`src/common/tsfp_map.svh`:
```
// Register indexes, field positions, reset values and state codes.
// Assumes inclusion by bare name from the sequencer and status port design files.
`ifndef TSFP_MAP_SVH
`define TSFP_MAP_SVH

// Register indexes; the APB byte address is four times the index.
`define TSFP_IDX_STATUS2 8'h08
`define TSFP_IDX_DATA 8'h09
`define TSFP_IDX_LEVEL 8'h0A
`define TSFP_IDX_FRAME 8'h0D
`define TSFP_IDX_CTRL 8'h10
`define TSFP_IDX_TXGUARD 8'h11
`define TSFP_IDX_RXGUARD 8'h12
`define TSFP_IDX_IRQSTAT 8'h13
`define TSFP_IDX_IRQMASK 8'h14

// Secondary status field positions.
`define TSFP_ST_TEMPCLR 7
`define TSFP_ST_FAST 6
`define TSFP_ST_PEER 4
`define TSFP_ST_CIPHER 3

// Level register, frame control and control register fields.
`define TSFP_LVL_FLUSH 7
`define TSFP_FRM_LAUNCH 7
`define TSFP_CTL_TXFIELD 0
`define TSFP_CTL_RXFIELD 1

// Interrupt status bit positions.
`define TSFP_IRQ_TEMP 0
`define TSFP_IRQ_PEER 1
`define TSFP_IRQ_CIPHER 2
`define TSFP_IRQ_OVF 3

// Reset values.
`define TSFP_RST_BYTE 8'h00
`define TSFP_RST_GUARD 8'h04
`define TSFP_RST_IRQ 4'h0

// Buffer size.
`define TSFP_BUF_DEPTH 7'h40

// Transceiver state codes as seen by software.
`define TSFP_CODE_IDLE 3'h0
`define TSFP_CODE_LAUNCH 3'h1
`define TSFP_CODE_TX_WAIT_STATE 3'h2
`define TSFP_CODE_SEND 3'h3
`define TSFP_CODE_RX_WAIT_STATE 3'h4
`define TSFP_CODE_WAITDATA 3'h5
`define TSFP_CODE_RECV 3'h6

`endif

```
`src/common/tsfp_pkg.sv`:
```
// Types shared by the transceiver status and buffer port block.
// Assumes nothing beyond a SystemVerilog compiler.
package tsfp_pkg;

	// Combined transmitter and receiver sequencer states.
	typedef enum logic [2:0] {
		ST_IDLE,
		ST_LAUNCH,
		ST_TX_WAIT_STATE,
		ST_SEND,
		ST_RX_WAIT_STATE,
		ST_WAITDATA,
		ST_RECV
	} tsfp_state_type;

endpackage : tsfp_pkg

```
`src/core/tsfp_buf_mem.sv`:
```
// The 64 x 8 buffer storage with one write and one read port.
// Assumes the caller keeps its own pointers; read data are registered.
`timescale 1ns/10ps
module tsfp_buf_mem (
	input wire logic clk, // Device clock.
	input wire logic we, // Write strobe.
	input wire logic [5:0] waddr, // Write address.
	input wire logic [7:0] wdata, // Write data.
	input wire logic [5:0] raddr, // Read address for the next cycle.
	output logic [7:0] rdata // Registered read data.
);

	// Storage array; no reset, contents are undefined at power up.
	logic [7:0] mem [0:63];

	// Write port.
	always_ff @(posedge clk) begin
		if (we) begin
			mem[waddr] <= wdata;
		end
	end

	// Read port with write-through, so a byte pushed into an empty
	// buffer is visible at its head on the very next cycle.
	always_ff @(posedge clk) begin
		if (we && (waddr == raddr)) begin
			rdata <= wdata;
		end else begin
			rdata <= mem[raddr];
		end
	end

endmodule : tsfp_buf_mem

```
`src/core/tsfp_xcvr_fsm.sv`:
```
// Combined transmit and receive sequencer reporting its state code.
// Assumes same-clock control inputs; field input already synchronised.
`timescale 1ns/10ps
`include "tsfp_map.svh"
module tsfp_xcvr_fsm (
	input wire logic clk, // Device clock.
	input wire logic rstn, // Asynchronous reset, active low.
	input wire logic transceiveRun, // Transceive command active.
	input wire logic launch, // Transmit launch pulse from software.
	input wire logic txWaitForField, // Hold transmit wait until field.
	input wire logic rxWaitForField, // Hold receive wait until field.
	input wire logic fieldOn, // External RF field present.
	input wire logic [7:0] txGuard, // Least transmit wait in cycles.
	input wire logic [7:0] rxGuard, // Least receive wait in cycles.
	input wire logic txDone, // Last transmit bit sent.
	input wire logic rxStart, // Receive data begin.
	input wire logic rxDone, // Receive frame end.
	output logic [2:0] stateCode // Registered state code.
);

	tsfp_pkg::tsfp_state_type state_r; // Current state.
	tsfp_pkg::tsfp_state_type state_nxt; // Next state.
	logic [7:0] guardCnt_r; // Cycles spent in a wait state.
	logic [2:0] code_nxt; // Code for the next state.
	logic txGo; // Transmit wait may end.
	logic rxGo; // Receive wait may end.

	// Both waits last at least the guard time; the field is only
	// demanded when the matching wait bit is set.
	assign txGo = (guardCnt_r >= txGuard) && (!txWaitForField || fieldOn);
	assign rxGo = (guardCnt_r >= rxGuard) && (!rxWaitForField || fieldOn);

	// Next state; leaving the transceive command always ends in idle.
	always_comb begin
		state_nxt = state_r;
		if (!transceiveRun) begin
			state_nxt = tsfp_pkg::ST_IDLE;
		end else begin
			unique case (state_r)
				tsfp_pkg::ST_IDLE: state_nxt = tsfp_pkg::ST_LAUNCH;
				tsfp_pkg::ST_LAUNCH: if (launch) state_nxt = tsfp_pkg::ST_TX_WAIT_STATE;
				tsfp_pkg::ST_TX_WAIT_STATE: if (txGo) state_nxt = tsfp_pkg::ST_SEND;
				tsfp_pkg::ST_SEND: if (txDone) state_nxt = tsfp_pkg::ST_RX_WAIT_STATE;
				tsfp_pkg::ST_RX_WAIT_STATE: if (rxGo) state_nxt = tsfp_pkg::ST_WAITDATA;
				tsfp_pkg::ST_WAITDATA: if (rxStart) state_nxt = tsfp_pkg::ST_RECV;
				tsfp_pkg::ST_RECV: if (rxDone) state_nxt = tsfp_pkg::ST_LAUNCH;
				default: state_nxt = tsfp_pkg::ST_IDLE;
			endcase
		end
	end

	// Map each state to its code; 111 can never be produced.
	always_comb begin
		unique case (state_nxt)
			tsfp_pkg::ST_IDLE: code_nxt = `TSFP_CODE_IDLE;
			tsfp_pkg::ST_LAUNCH: code_nxt = `TSFP_CODE_LAUNCH;
			tsfp_pkg::ST_TX_WAIT_STATE: code_nxt = `TSFP_CODE_TX_WAIT_STATE;
			tsfp_pkg::ST_SEND: code_nxt = `TSFP_CODE_SEND;
			tsfp_pkg::ST_RX_WAIT_STATE: code_nxt = `TSFP_CODE_RX_WAIT_STATE;
			tsfp_pkg::ST_WAITDATA: code_nxt = `TSFP_CODE_WAITDATA;
			tsfp_pkg::ST_RECV: code_nxt = `TSFP_CODE_RECV;
			default: code_nxt = `TSFP_CODE_IDLE;
		endcase
	end

	// State and code registers.
	always_ff @(posedge clk or negedge rstn) begin
		if (!rstn) begin
			state_r <= tsfp_pkg::ST_IDLE;
			stateCode <= `TSFP_CODE_IDLE;
		end else begin
			state_r <= state_nxt;
			stateCode <= code_nxt;
		end
	end

	// Guard counter restarts on every state change and saturates.
	always_ff @(posedge clk or negedge rstn) begin
		if (!rstn) begin
			guardCnt_r <= 8'h00;
		end else if (state_nxt != state_r) begin
			guardCnt_r <= 8'h00;
		end else if (guardCnt_r != 8'hFF) begin
			guardCnt_r <= guardCnt_r + 8'h01;
		end
	end

endmodule : tsfp_xcvr_fsm

```
`src/core/tsfp_status_port.sv`:
```
// Secondary status register and byte port of the 64-byte buffer.
// Assumes an APB3 master on clk; temperature and field come from pins.
`timescale 1ns/10ps
`include "tsfp_map.svh"
module tsfp_status_port (
	input wire logic clk, // Device clock, 50 MHz.
	input wire logic rstn, // Asynchronous reset, active low.
	input wire logic [11:0] paddr, // APB byte address.
	input wire logic psel, // APB select.
	input wire logic penable, // APB access phase.
	input wire logic pwrite, // APB direction, high for write.
	input wire logic [31:0] pwdata, // APB write data.
	output logic [31:0] prdata, // APB read data.
	output logic pready, // APB ready.
	output logic pslverr, // APB error for unmapped access.
	input wire logic tempHighPin, // Die above alarm limit, async pin.
	input wire logic fieldPin, // External RF field present, async pin.
	input wire logic readerMode, // Reader/writer mode selected.
	input wire logic passiveMode, // Passive communication mode.
	input wire logic autoCollRun, // Automatic anticollision running.
	input wire logic peerAnswered, // Select or poll answered, pulse.
	input wire logic authOk, // Card authentication succeeded, pulse.
	input wire logic transceiveRun, // Transceive command active.
	input wire logic txDone, // Transmit frame finished, pulse.
	input wire logic rxStart, // Receive data started, pulse.
	input wire logic rxDone, // Receive frame finished, pulse.
	input wire logic txPop, // Serial side takes a byte, pulse.
	input wire logic rxPush, // Serial side stores a byte, pulse.
	input wire logic [7:0] rxByte, // Received byte to store.
	output logic [7:0] txByte, // Byte taken for transmission.
	output logic filterFast, // Host input filter in fast setting.
	output logic cipherOn, // Card cipher active.
	output logic peerSelected, // Peer-selected flag.
	output logic tempErr, // Latched temperature error.
	output logic bufOverflow, // Buffer overflow error.
	output logic [2:0] xcvrState, // Sequencer state code.
	output logic irq // Interrupt, high while an unmasked event.
);

	// Pin synchronisers; the first stages feed only the second.
	logic tempMeta_r; // First stage, temperature.
	logic tempSync_r; // Second stage, temperature.
	logic fieldMeta_r; // First stage, field.
	logic fieldSync_r; // Second stage, field.
	logic fieldDly_r; // Field delayed once for edge detection.

	// Status register bits held here.
	logic tempClear_r; // Temperature clear bit as written.
	logic filterFast_r; // Filter force bit.
	logic peer_r; // Peer-selected flag.
	logic cipher_r; // Cipher-active flag.
	logic tempErr_r; // Latched temperature error.

	// Control registers.
	logic [1:0] ctrl_r; // Wait-for-field bits.
	logic [7:0] txGuard_r; // Transmit guard time in cycles.
	logic [7:0] rxGuard_r; // Receive guard time in cycles.
	logic [3:0] irqStat_r; // Sticky event bits.
	logic [3:0] irqMask_r; // Event enables.
	logic [3:0] irqStat_nxt; // Next event bits.
	logic [3:0] irqEvt; // Events this cycle.

	// Buffer state.
	logic [5:0] wrPtr_r; // Next slot to write.
	logic [5:0] rdPtr_r; // Oldest stored slot.
	logic [5:0] rdPtr_nxt; // Read pointer for the next cycle.
	logic [6:0] count_r; // Fill count, 0 to 64.
	logic ovf_r; // Overflow error.
	logic [7:0] bufHead; // Byte at the read pointer.

	// Bus decode.
	logic access; // First access cycle of a transfer.
	logic [7:0] idx; // Register index from the address.
	logic hit; // Address names a register.
	logic wrStb; // Register write this cycle.
	logic rdStb; // Register read this cycle.
	logic [7:0] rdMux; // Read data for the addressed register.

	// Buffer strobes.
	logic hostPush; // Software writes the data port.
	logic hostPop; // Software reads the data port.
	logic serPop; // Serial side takes a byte.
	logic doPush; // A byte is stored.
	logic doPop; // A byte is removed.
	logic full; // Buffer holds 64 bytes.
	logic flush; // Flush written.
	logic [7:0] pushData; // Byte being stored.

	// Event conditions.
	logic fieldFell; // Field just switched off.
	logic peerSet; // Peer flag set condition.
	logic cipherSet; // Cipher flag set condition.
	logic tempClrOk; // Clear of the temperature error allowed.
	logic launch; // Transmit launch written.
	logic [2:0] stateCode; // Code from the sequencer.

	// Two flip-flops on each pin before anything looks at it.
	always_ff @(posedge clk or negedge rstn) begin
		if (!rstn) begin
			tempMeta_r <= 1'b0;
			tempSync_r <= 1'b0;
			fieldMeta_r <= 1'b0;
			fieldSync_r <= 1'b0;
			fieldDly_r <= 1'b0;
		end else begin
			tempMeta_r <= tempHighPin;
			tempSync_r <= tempMeta_r;
			fieldMeta_r <= fieldPin;
			fieldSync_r <= fieldMeta_r;
			fieldDly_r <= fieldSync_r;
		end
	end

	// A transfer is acted on once, in the cycle before pready rises,
	// so that read data and pready appear together one cycle later.
	assign access = psel && penable && !pready;
	assign idx = paddr[9:2];
	assign wrStb = access && pwrite && hit;
	assign rdStb = access && !pwrite && hit;

	// Address decode; misaligned or high addresses are unmapped.
	always_comb begin
		hit = (paddr[1:0] == 2'h0) && (paddr[11:10] == 2'h0);
		case (idx)
			`TSFP_IDX_STATUS2, `TSFP_IDX_DATA, `TSFP_IDX_LEVEL,
			`TSFP_IDX_FRAME, `TSFP_IDX_CTRL, `TSFP_IDX_TXGUARD,
			`TSFP_IDX_RXGUARD, `TSFP_IDX_IRQSTAT,
			`TSFP_IDX_IRQMASK: hit = hit;
			default: hit = 1'b0;
		endcase
	end

	// Read data selection; reserved and write-only bits read zero.
	always_comb begin
		rdMux = 8'h00;
		case (idx)
			`TSFP_IDX_STATUS2: begin
				rdMux = {tempClear_r, filterFast_r, 1'b0, peer_r,
					cipher_r, stateCode};
			end
			`TSFP_IDX_DATA: rdMux = bufHead;
			`TSFP_IDX_LEVEL: rdMux = {1'b0, count_r};
			`TSFP_IDX_CTRL: rdMux = {6'h00, ctrl_r};
			`TSFP_IDX_TXGUARD: rdMux = txGuard_r;
			`TSFP_IDX_RXGUARD: rdMux = rxGuard_r;
			`TSFP_IDX_IRQSTAT: rdMux = {4'h0, irqStat_r};
			`TSFP_IDX_IRQMASK: rdMux = {4'h0, irqMask_r};
			default: rdMux = 8'h00;
		endcase
	end

	// APB answer: one wait state, then data, ready and error together.
	always_ff @(posedge clk or negedge rstn) begin
		if (!rstn) begin
			pready <= 1'b0;
			pslverr <= 1'b0;
			prdata <= 32'h00000000;
		end else begin
			pready <= access;
			pslverr <= access && !hit;
			if (rdStb) begin
				prdata <= {24'h000000, rdMux};
			end
		end
	end

	// Software writes that steer the block.
	assign launch = wrStb && (idx == `TSFP_IDX_FRAME) &&
		pwdata[`TSFP_FRM_LAUNCH];
	assign flush = wrStb && (idx == `TSFP_IDX_LEVEL) &&
		pwdata[`TSFP_LVL_FLUSH];

	// Status register software bits.
	always_ff @(posedge clk or negedge rstn) begin
		if (!rstn) begin
			tempClear_r <= 1'b0;
			filterFast_r <= 1'b0;
		end else if (wrStb && (idx == `TSFP_IDX_STATUS2)) begin
			tempClear_r <= pwdata[`TSFP_ST_TEMPCLR];
			filterFast_r <= pwdata[`TSFP_ST_FAST];
		end
	end

	// The filter output follows the force bit; at zero the filter logic
	// outside uses whatever protocol speed it detects itself.
	always_ff @(posedge clk or negedge rstn) begin
		if (!rstn) begin
			filterFast <= 1'b0;
		end else begin
			filterFast <= filterFast_r;
		end
	end

	// Temperature error: a clear is honoured only once the die has
	// cooled, so a hot part cannot be talked out of its alarm.
	assign tempClrOk = wrStb && (idx == `TSFP_IDX_STATUS2) &&
		pwdata[`TSFP_ST_TEMPCLR] && !tempSync_r;
	always_ff @(posedge clk or negedge rstn) begin
		if (!rstn) begin
			tempErr_r <= 1'b0;
		end else if (tempSync_r) begin
			tempErr_r <= 1'b1;
		end else if (tempClrOk) begin
			tempErr_r <= 1'b0;
		end
	end

	// Peer flag; losing the field means the peer is gone, so the clear
	// takes precedence over a set in the same cycle.
	assign fieldFell = fieldDly_r && !fieldSync_r;
	assign peerSet = peerAnswered && autoCollRun && passiveMode;
	always_ff @(posedge clk or negedge rstn) begin
		if (!rstn) begin
			peer_r <= 1'b0;
		end else if (fieldFell) begin
			peer_r <= 1'b0;
		end else if (peerSet) begin
			peer_r <= 1'b1;
		end
	end

	// Cipher flag: hardware only sets it, software clears it by
	// writing zero; a set in the same cycle wins.
	assign cipherSet = authOk && readerMode;
	always_ff @(posedge clk or negedge rstn) begin
		if (!rstn) begin
			cipher_r <= 1'b0;
		end else if (cipherSet) begin
			cipher_r <= 1'b1;
		end else if (wrStb && (idx == `TSFP_IDX_STATUS2) &&
			!pwdata[`TSFP_ST_CIPHER]) begin
			cipher_r <= 1'b0;
		end
	end

	// Control registers.
	always_ff @(posedge clk or negedge rstn) begin
		if (!rstn) begin
			ctrl_r <= 2'h0;
			txGuard_r <= `TSFP_RST_GUARD;
			rxGuard_r <= `TSFP_RST_GUARD;
			irqMask_r <= `TSFP_RST_IRQ;
		end else if (wrStb) begin
			if (idx == `TSFP_IDX_CTRL) begin
				ctrl_r <= pwdata[1:0];
			end
			if (idx == `TSFP_IDX_TXGUARD) begin
				txGuard_r <= pwdata[7:0];
			end
			if (idx == `TSFP_IDX_RXGUARD) begin
				rxGuard_r <= pwdata[7:0];
			end
			if (idx == `TSFP_IDX_IRQMASK) begin
				irqMask_r <= pwdata[3:0];
			end
		end
	end

	// Buffer control. Software has priority; a serial store that meets a software write,
	// or a serial take that meets a software read, in the same cycle is dropped, a known limitation.
	assign full = (count_r == `TSFP_BUF_DEPTH);
	assign hostPush = wrStb && (idx == `TSFP_IDX_DATA);
	assign hostPop = rdStb && (idx == `TSFP_IDX_DATA) &&
		(count_r != 7'h00);
	assign serPop = txPop && !hostPop && (count_r != 7'h00);
	assign pushData = hostPush ? pwdata[7:0] : rxByte;
	assign doPush = (hostPush || rxPush) && !full && !flush;
	assign doPop = (hostPop || serPop) && !flush;

	// Read pointer one cycle ahead, so the memory head is always current.
	always_comb begin
		if (flush) begin
			rdPtr_nxt = 6'h00;
		end else if (doPop) begin
			rdPtr_nxt = rdPtr_r + 6'h01;
		end else begin
			rdPtr_nxt = rdPtr_r;
		end
	end

	// Pointers, fill count and overflow error.
	always_ff @(posedge clk or negedge rstn) begin
		if (!rstn) begin
			wrPtr_r <= 6'h00;
			rdPtr_r <= 6'h00;
			count_r <= 7'h00;
			ovf_r <= 1'b0;
		end else if (flush) begin
			wrPtr_r <= 6'h00;
			rdPtr_r <= 6'h00;
			count_r <= 7'h00;
			ovf_r <= 1'b0;
		end else begin
			rdPtr_r <= rdPtr_nxt;
			if (doPush) begin
				wrPtr_r <= wrPtr_r + 6'h01;
			end
			if (doPush && !doPop) begin
				count_r <= count_r + 7'h01;
			end else if (doPop && !doPush) begin
				count_r <= count_r - 7'h01;
			end
			if ((hostPush || rxPush) && full) begin
				ovf_r <= 1'b1;
			end
		end
	end

	// Byte handed to the transmitter.
	always_ff @(posedge clk or negedge rstn) begin
		if (!rstn) begin
			txByte <= 8'h00;
		end else if (serPop) begin
			txByte <= bufHead;
		end
	end

	// Buffer storage.
	tsfp_buf_mem u_mem (
		.clk(clk),
		.we(doPush),
		.waddr(wrPtr_r),
		.wdata(pushData),
		.raddr(rdPtr_nxt),
		.rdata(bufHead)
	);

	// Transceiver sequencer.
	tsfp_xcvr_fsm u_fsm (
		.clk(clk),
		.rstn(rstn),
		.transceiveRun(transceiveRun),
		.launch(launch),
		.txWaitForField(ctrl_r[`TSFP_CTL_TXFIELD]),
		.rxWaitForField(ctrl_r[`TSFP_CTL_RXFIELD]),
		.fieldOn(fieldSync_r),
		.txGuard(txGuard_r),
		.rxGuard(rxGuard_r),
		.txDone(txDone),
		.rxStart(rxStart),
		.rxDone(rxDone),
		.stateCode(stateCode)
	);

	// Interrupt events: new set of each flag, and any overflow attempt.
	always_comb begin
		irqEvt = 4'h0;
		irqEvt[`TSFP_IRQ_TEMP] = tempSync_r && !tempErr_r;
		irqEvt[`TSFP_IRQ_PEER] = peerSet && !fieldFell && !peer_r;
		irqEvt[`TSFP_IRQ_CIPHER] = cipherSet && !cipher_r;
		irqEvt[`TSFP_IRQ_OVF] = (hostPush || rxPush) && full && !flush;
	end

	// Sticky status, cleared by writing one; a new event wins.
	always_comb begin
		irqStat_nxt = irqStat_r;
		if (wrStb && (idx == `TSFP_IDX_IRQSTAT)) begin
			irqStat_nxt = irqStat_r & ~pwdata[3:0];
		end
		irqStat_nxt = irqStat_nxt | irqEvt;
	end

	// Interrupt status and level output.
	always_ff @(posedge clk or negedge rstn) begin
		if (!rstn) begin
			irqStat_r <= `TSFP_RST_IRQ;
			irq <= 1'b0;
		end else begin
			irqStat_r <= irqStat_nxt;
			irq <= |(irqStat_nxt & irqMask_r);
		end
	end

	// Flag outputs, each from its own flip-flop.
	always_ff @(posedge clk or negedge rstn) begin
		if (!rstn) begin
			cipherOn <= 1'b0;
			peerSelected <= 1'b0;
			tempErr <= 1'b0;
			bufOverflow <= 1'b0;
			xcvrState <= `TSFP_CODE_IDLE;
		end else begin
			cipherOn <= cipher_r;
			peerSelected <= peer_r;
			tempErr <= tempErr_r;
			bufOverflow <= ovf_r;
			xcvrState <= stateCode;
		end
	end

endmodule : tsfp_status_port

```
`config.mk`:
```
export PLATFORM = sky130hd
export DESIGN_NAME = tsfp_status_port
export DESIGN_NICKNAME = d
export VERILOG_FILES = /design/src/common/tsfp_pkg.sv /design/src/core/tsfp_buf_mem.sv /design/src/core/tsfp_xcvr_fsm.sv /design/src/core/tsfp_status_port.sv
export VERILOG_INCLUDE_DIRS = /design/src /design/src/common
export SDC_FILE = /design/constraint.sdc
export NUM_CORES = 1
export LEC_CHECK = 0
export BUFFER_PORTS_ARGS = -buffer_cell sky130_fd_sc_hd__buf_2
export CELL_PAD_IN_SITES_DETAIL_PLACEMENT = 1
export CELL_PAD_IN_SITES_GLOBAL_PLACEMENT = 1
export CORE_AREA = 3 3 230 232
export DETAILED_ROUTE_END_ITERATION = 10
export DIE_AREA = 0 0 233 235
export PLACE_DENSITY = 0.82
export SYNTH_ARGS = -nofsm -noshare
export SYNTH_HDL_FRONTEND = slang
export SYNTH_SLANG_ARGS = --single-unit
```
`constraint.sdc`:
```
create_clock -name clk -period 5.8 [get_ports clk]
set_input_delay 0.58 -clock clk [delete_from_list [all_inputs] [get_ports clk]]
set_output_delay 0.58 -clock clk [all_outputs]
set_load 0.01 [all_outputs]
```
==> impl_metrics.csv <==
group,metric,value,unit
timing,skew,24.5,ps
power,p_leak,9.79,nW
clocking,clockBufferDepth,3,
clocking,post_cts_resized,0,
detailed_routing,drt_iter0_drc,1260,
timing,fin_crit_sh,77.7,%
timing,post-route-min-period,4500,ps
timing,max_freq,222,MHz
critical_path,cp.required,6280,ps
yosys,syn-instance-count,1487,
clocking,cts_root_buffer,"clkbuf_16",
final_layout,fin_area,28500,µm²
timing,tns,0,ps
timing,tightest_slew,1400,ps
floorplanning,fp.coreArea,51200,µm²
clocking,h-tree-depth,3,
detailed_routing,drt-total-wl,65300,µm
floorplanning,dieArea,54800,µm²
floorplanning,rows,83,
worst_hold_path,hold_depth,1,
floorplanning,ios,121,
critical_path,r2r_cells,12,
final_layout,nFillCells,4641,
worst_hold_path,hp-class,"in -> reg",
final_layout,drive_above_1_share,22.9,%
critical_path,cp_cell_sequence,"buf_2 > nor2b_1 > and3_1 > o211ai_1 > buf_4 > a21oi_1 > and2b_1 > nand2b_1 > ha_1 > nor2b_1 > o21a_1 > o21ai_0 > nand2b_1 > a21oi_1 > mux2i_1 > mux2_2",
critical_path,cp-start-kind,"input port",
critical_path,path_class,"in -> reg",
yosys,synth_cell_types,71,
clocking,worstSkewPairLatency,610,ps
yosys,syn_avg_cell_area,17.1,µm²
critical_path,cp_data_arrival_time,4980,ps
clocking,cts_buffers,66,
placed_design,dpl.hpwl,41100,µm
timing,slew_viol_final,0,
clocking,clock_sinks,615,
power,vdd_drop_max,364,µV
placed_design,place_area,26500,µm²
critical_path,worst-r2r-setup-slack,1790,ps
detailed_routing,first_pass_iters,5,
power,power.total,12.8,mW
yosys,synthArstFlopShare,15.8,%
clocking,path_clk_slew,60,ps
critical_path,worstPathMaxFanout,14,
final_layout,synthToLayoutAreaGrowth,12.2,%
grt,grt_use_total,24.2,%
yosys,ys_warn_count,0,
final_layout,nNetsFinal,1673,
grt,grt_pass1_wl,99200,µm
timing,rsz0062_at_grt,"false",
final_layout,final_util,55.7,%
placed_design,place.gp.congestion,0.821,
floorplanning,die_h,235,µm
detailed_routing,vias_per_cell,6.21,
clocking,cts_tree,"yes",
status,outcome,"complete, no violations",
yosys,yosys_register_bits,615,
grt,grt_pass1_vias,15400,
power,power.density,447,nW/µm²
timing,relSlewSlack,6.89,%
grt,antenna_found_initial,0,
timing,hold_viol,0,
yosys,yosysSeqAreaShare,70.4,%
timing,setup_viol,0,
floorplanning,die_x,233,µm
detailed_routing,dr_total_vias,14300,
placed_design,portBuffers,72,
floorplanning,start_util,49.7,%
grt,grt_overflow,0,
critical_path,critPathMaxStageDelay,680,ps
job,cap_violations,0,
yosys,ys.flop_type,"edfxtp_1",
critical_path,endpoint_kind,"flip-flop",
detailed_routing,routedWlPerCell,28.3,µm
final_layout,diodes,0,
yosys,syn_area,25400,µm²
yosys,synth_edf_count,512,
grt,grt_start_max_net_pins,76,
detailed_routing,drc,0,
detailed_routing,antenna_left,0,
critical_path,cpMaxStageDelayCell,"nor2b_1",
[cell usage in the layout, fill, tap and decap left out, types with 9 or more instances in the layout]
cell	synthesis	final
dfrtp_1	95	95
nor2b_1	16	14
conb_1	1	24
nor2_1	113	113
edfxtp_1	512	512
a21oi_1	26	26
clkinv_1	0	11
clkbuf_16	0	67
mux2_2	36	36
inv_1	26	26
nand2b_1	9	9
a22oi_1	67	67
buf_4	25	19
clkinv_2	0	16
mux2i_1	33	33
nand3_1	28	28
mux4_2	124	124
a21o_1	11	11
clkbuf_1	38	16
buf_2	21	71
o21ai_0	38	38
nand2_1	73	73
ha_1	25	25
[final timing paths]
kind	start	to
min in group asynchronous	rstn	peerSelected$_DFF_PN0_
max	paddr[2]	count_r[6]$_DFFE_PN0P_
min	fieldPin	fieldMeta_r$_DFF_PN0_
min reg2reg	tempMeta_r$_DFF_PN0_	tempSync_r$_DFF_PN0_
max reg2reg	pready$_DFF_PN0_	count_r[6]$_DFFE_PN0P_
max in group asynchronous	rstn	count_r[5]$_DFFE_PN0P_
[synth_stat cells (all sizes together) (28+ instances only)]
| master | number | share of area [%] |
|---|---|---|
| edfxtp | 512 | 60 |
| mux4 | 124 | 11 |
| nor2 | 113 | 1.7 |
| dfrtp | 95 | 9.3 |
| nand2 | 73 | 1.1 |
| a22oi | 67 | 2.0 |
| buf | 57 | 1.3 |
| clkbuf | 38 | 0.56 |
| o21ai | 38 | 0.75 |
| mux2 | 36 | 1.6 |
| mux2i | 33 | 1.3 |
| a21oi | 28 | 0.61 |
| nand3 | 28 | 0.55 |
[area by class of cell]
cell class	instances	area [µm²]	share of cell area, %
tap	680	851	2.98
clock inverter	37	297	1.04
multi-input combinational	774	7040	24.7
timing repair buffer	94	568	1.99
clock buffer	84	1750	6.13
sequential	615	17900	62.8
inverter	26	97.6	0.342
[worst max-delay path: cells and delay by family]
kind	cells	cell delay, ps
adder cells (fa/ha/maj)	1	390
AND/OR/NAND/NOR	6	1880
multiplexers	2	590
AO/OA/AOI/OAI	5	1040
buffers and inverters	2	490
[metrics by stage]
stage	setup slack (ps)	hold slack (ps)	std cells
2_1_floorplan	1960	284	1510
3_3_place_gp	1130	336	2188
3_5_place_dp	936	342	2188
4_1_cts	1430	65.1	2310
5_1_grt	1080	71.6	2310
6_report	1300	87.4	2310
[flip-flops by register name, indices dropped and copies added, names as in the netlist, 2 cells and up, named ones only]
signal            count
u_mem.mem           512
prdata                8
rxGuard_r             8
txByte                8
txGuard_r             8
u_fsm.guardCnt_r      8
count_r               7
rdPtr_r               6
wrPtr_r               6
irqMask_r             4
irqStat_r             4
u_fsm.stateCode       3
u_fsm.state_r         3
xcvrState             3
ctrl_r                2
[logic make-up after synthesis]
| logic type | count (synthesis) | share of synthesized area (%) |
|---|---|---|
| buf+inv | 121 | 2.26 |
| simple gates | 313 | 5.97 |
| mux | 193 | 13.9 |
| xor+xnor | 16 | 0.580 |
| fa+ha+maj | 26 | 1.31 |
| compound gates | 202 | 5.57 |
| flops | 615 | 70.4 |
| other cells | 1 | 0.0147 |
[report_power, final]
group	total, mW	internal, mW	switching [mW]
Sequential	5.43	5.07	0.361
Clock	4.02	2.29	1.73
Combinational	3.30	1.38	1.93
Total	12.8	8.73	4.02
[metal layers]
metal	global-route usage [%]	vias to the layer above	wire [µm]
li1	-	6034	-
met1	32.2	7623	25500
met2	40.8	540	33700
met3	4.17	144	3870
met4	8.10	0	2210
met5	0	-	0
[what timing repair did]
item	in CTS	in global routing
hold endpoints to repair	22	0
buffers inserted	0	0
hold buffers	1	0
Power figures use the tool's default switching activity.
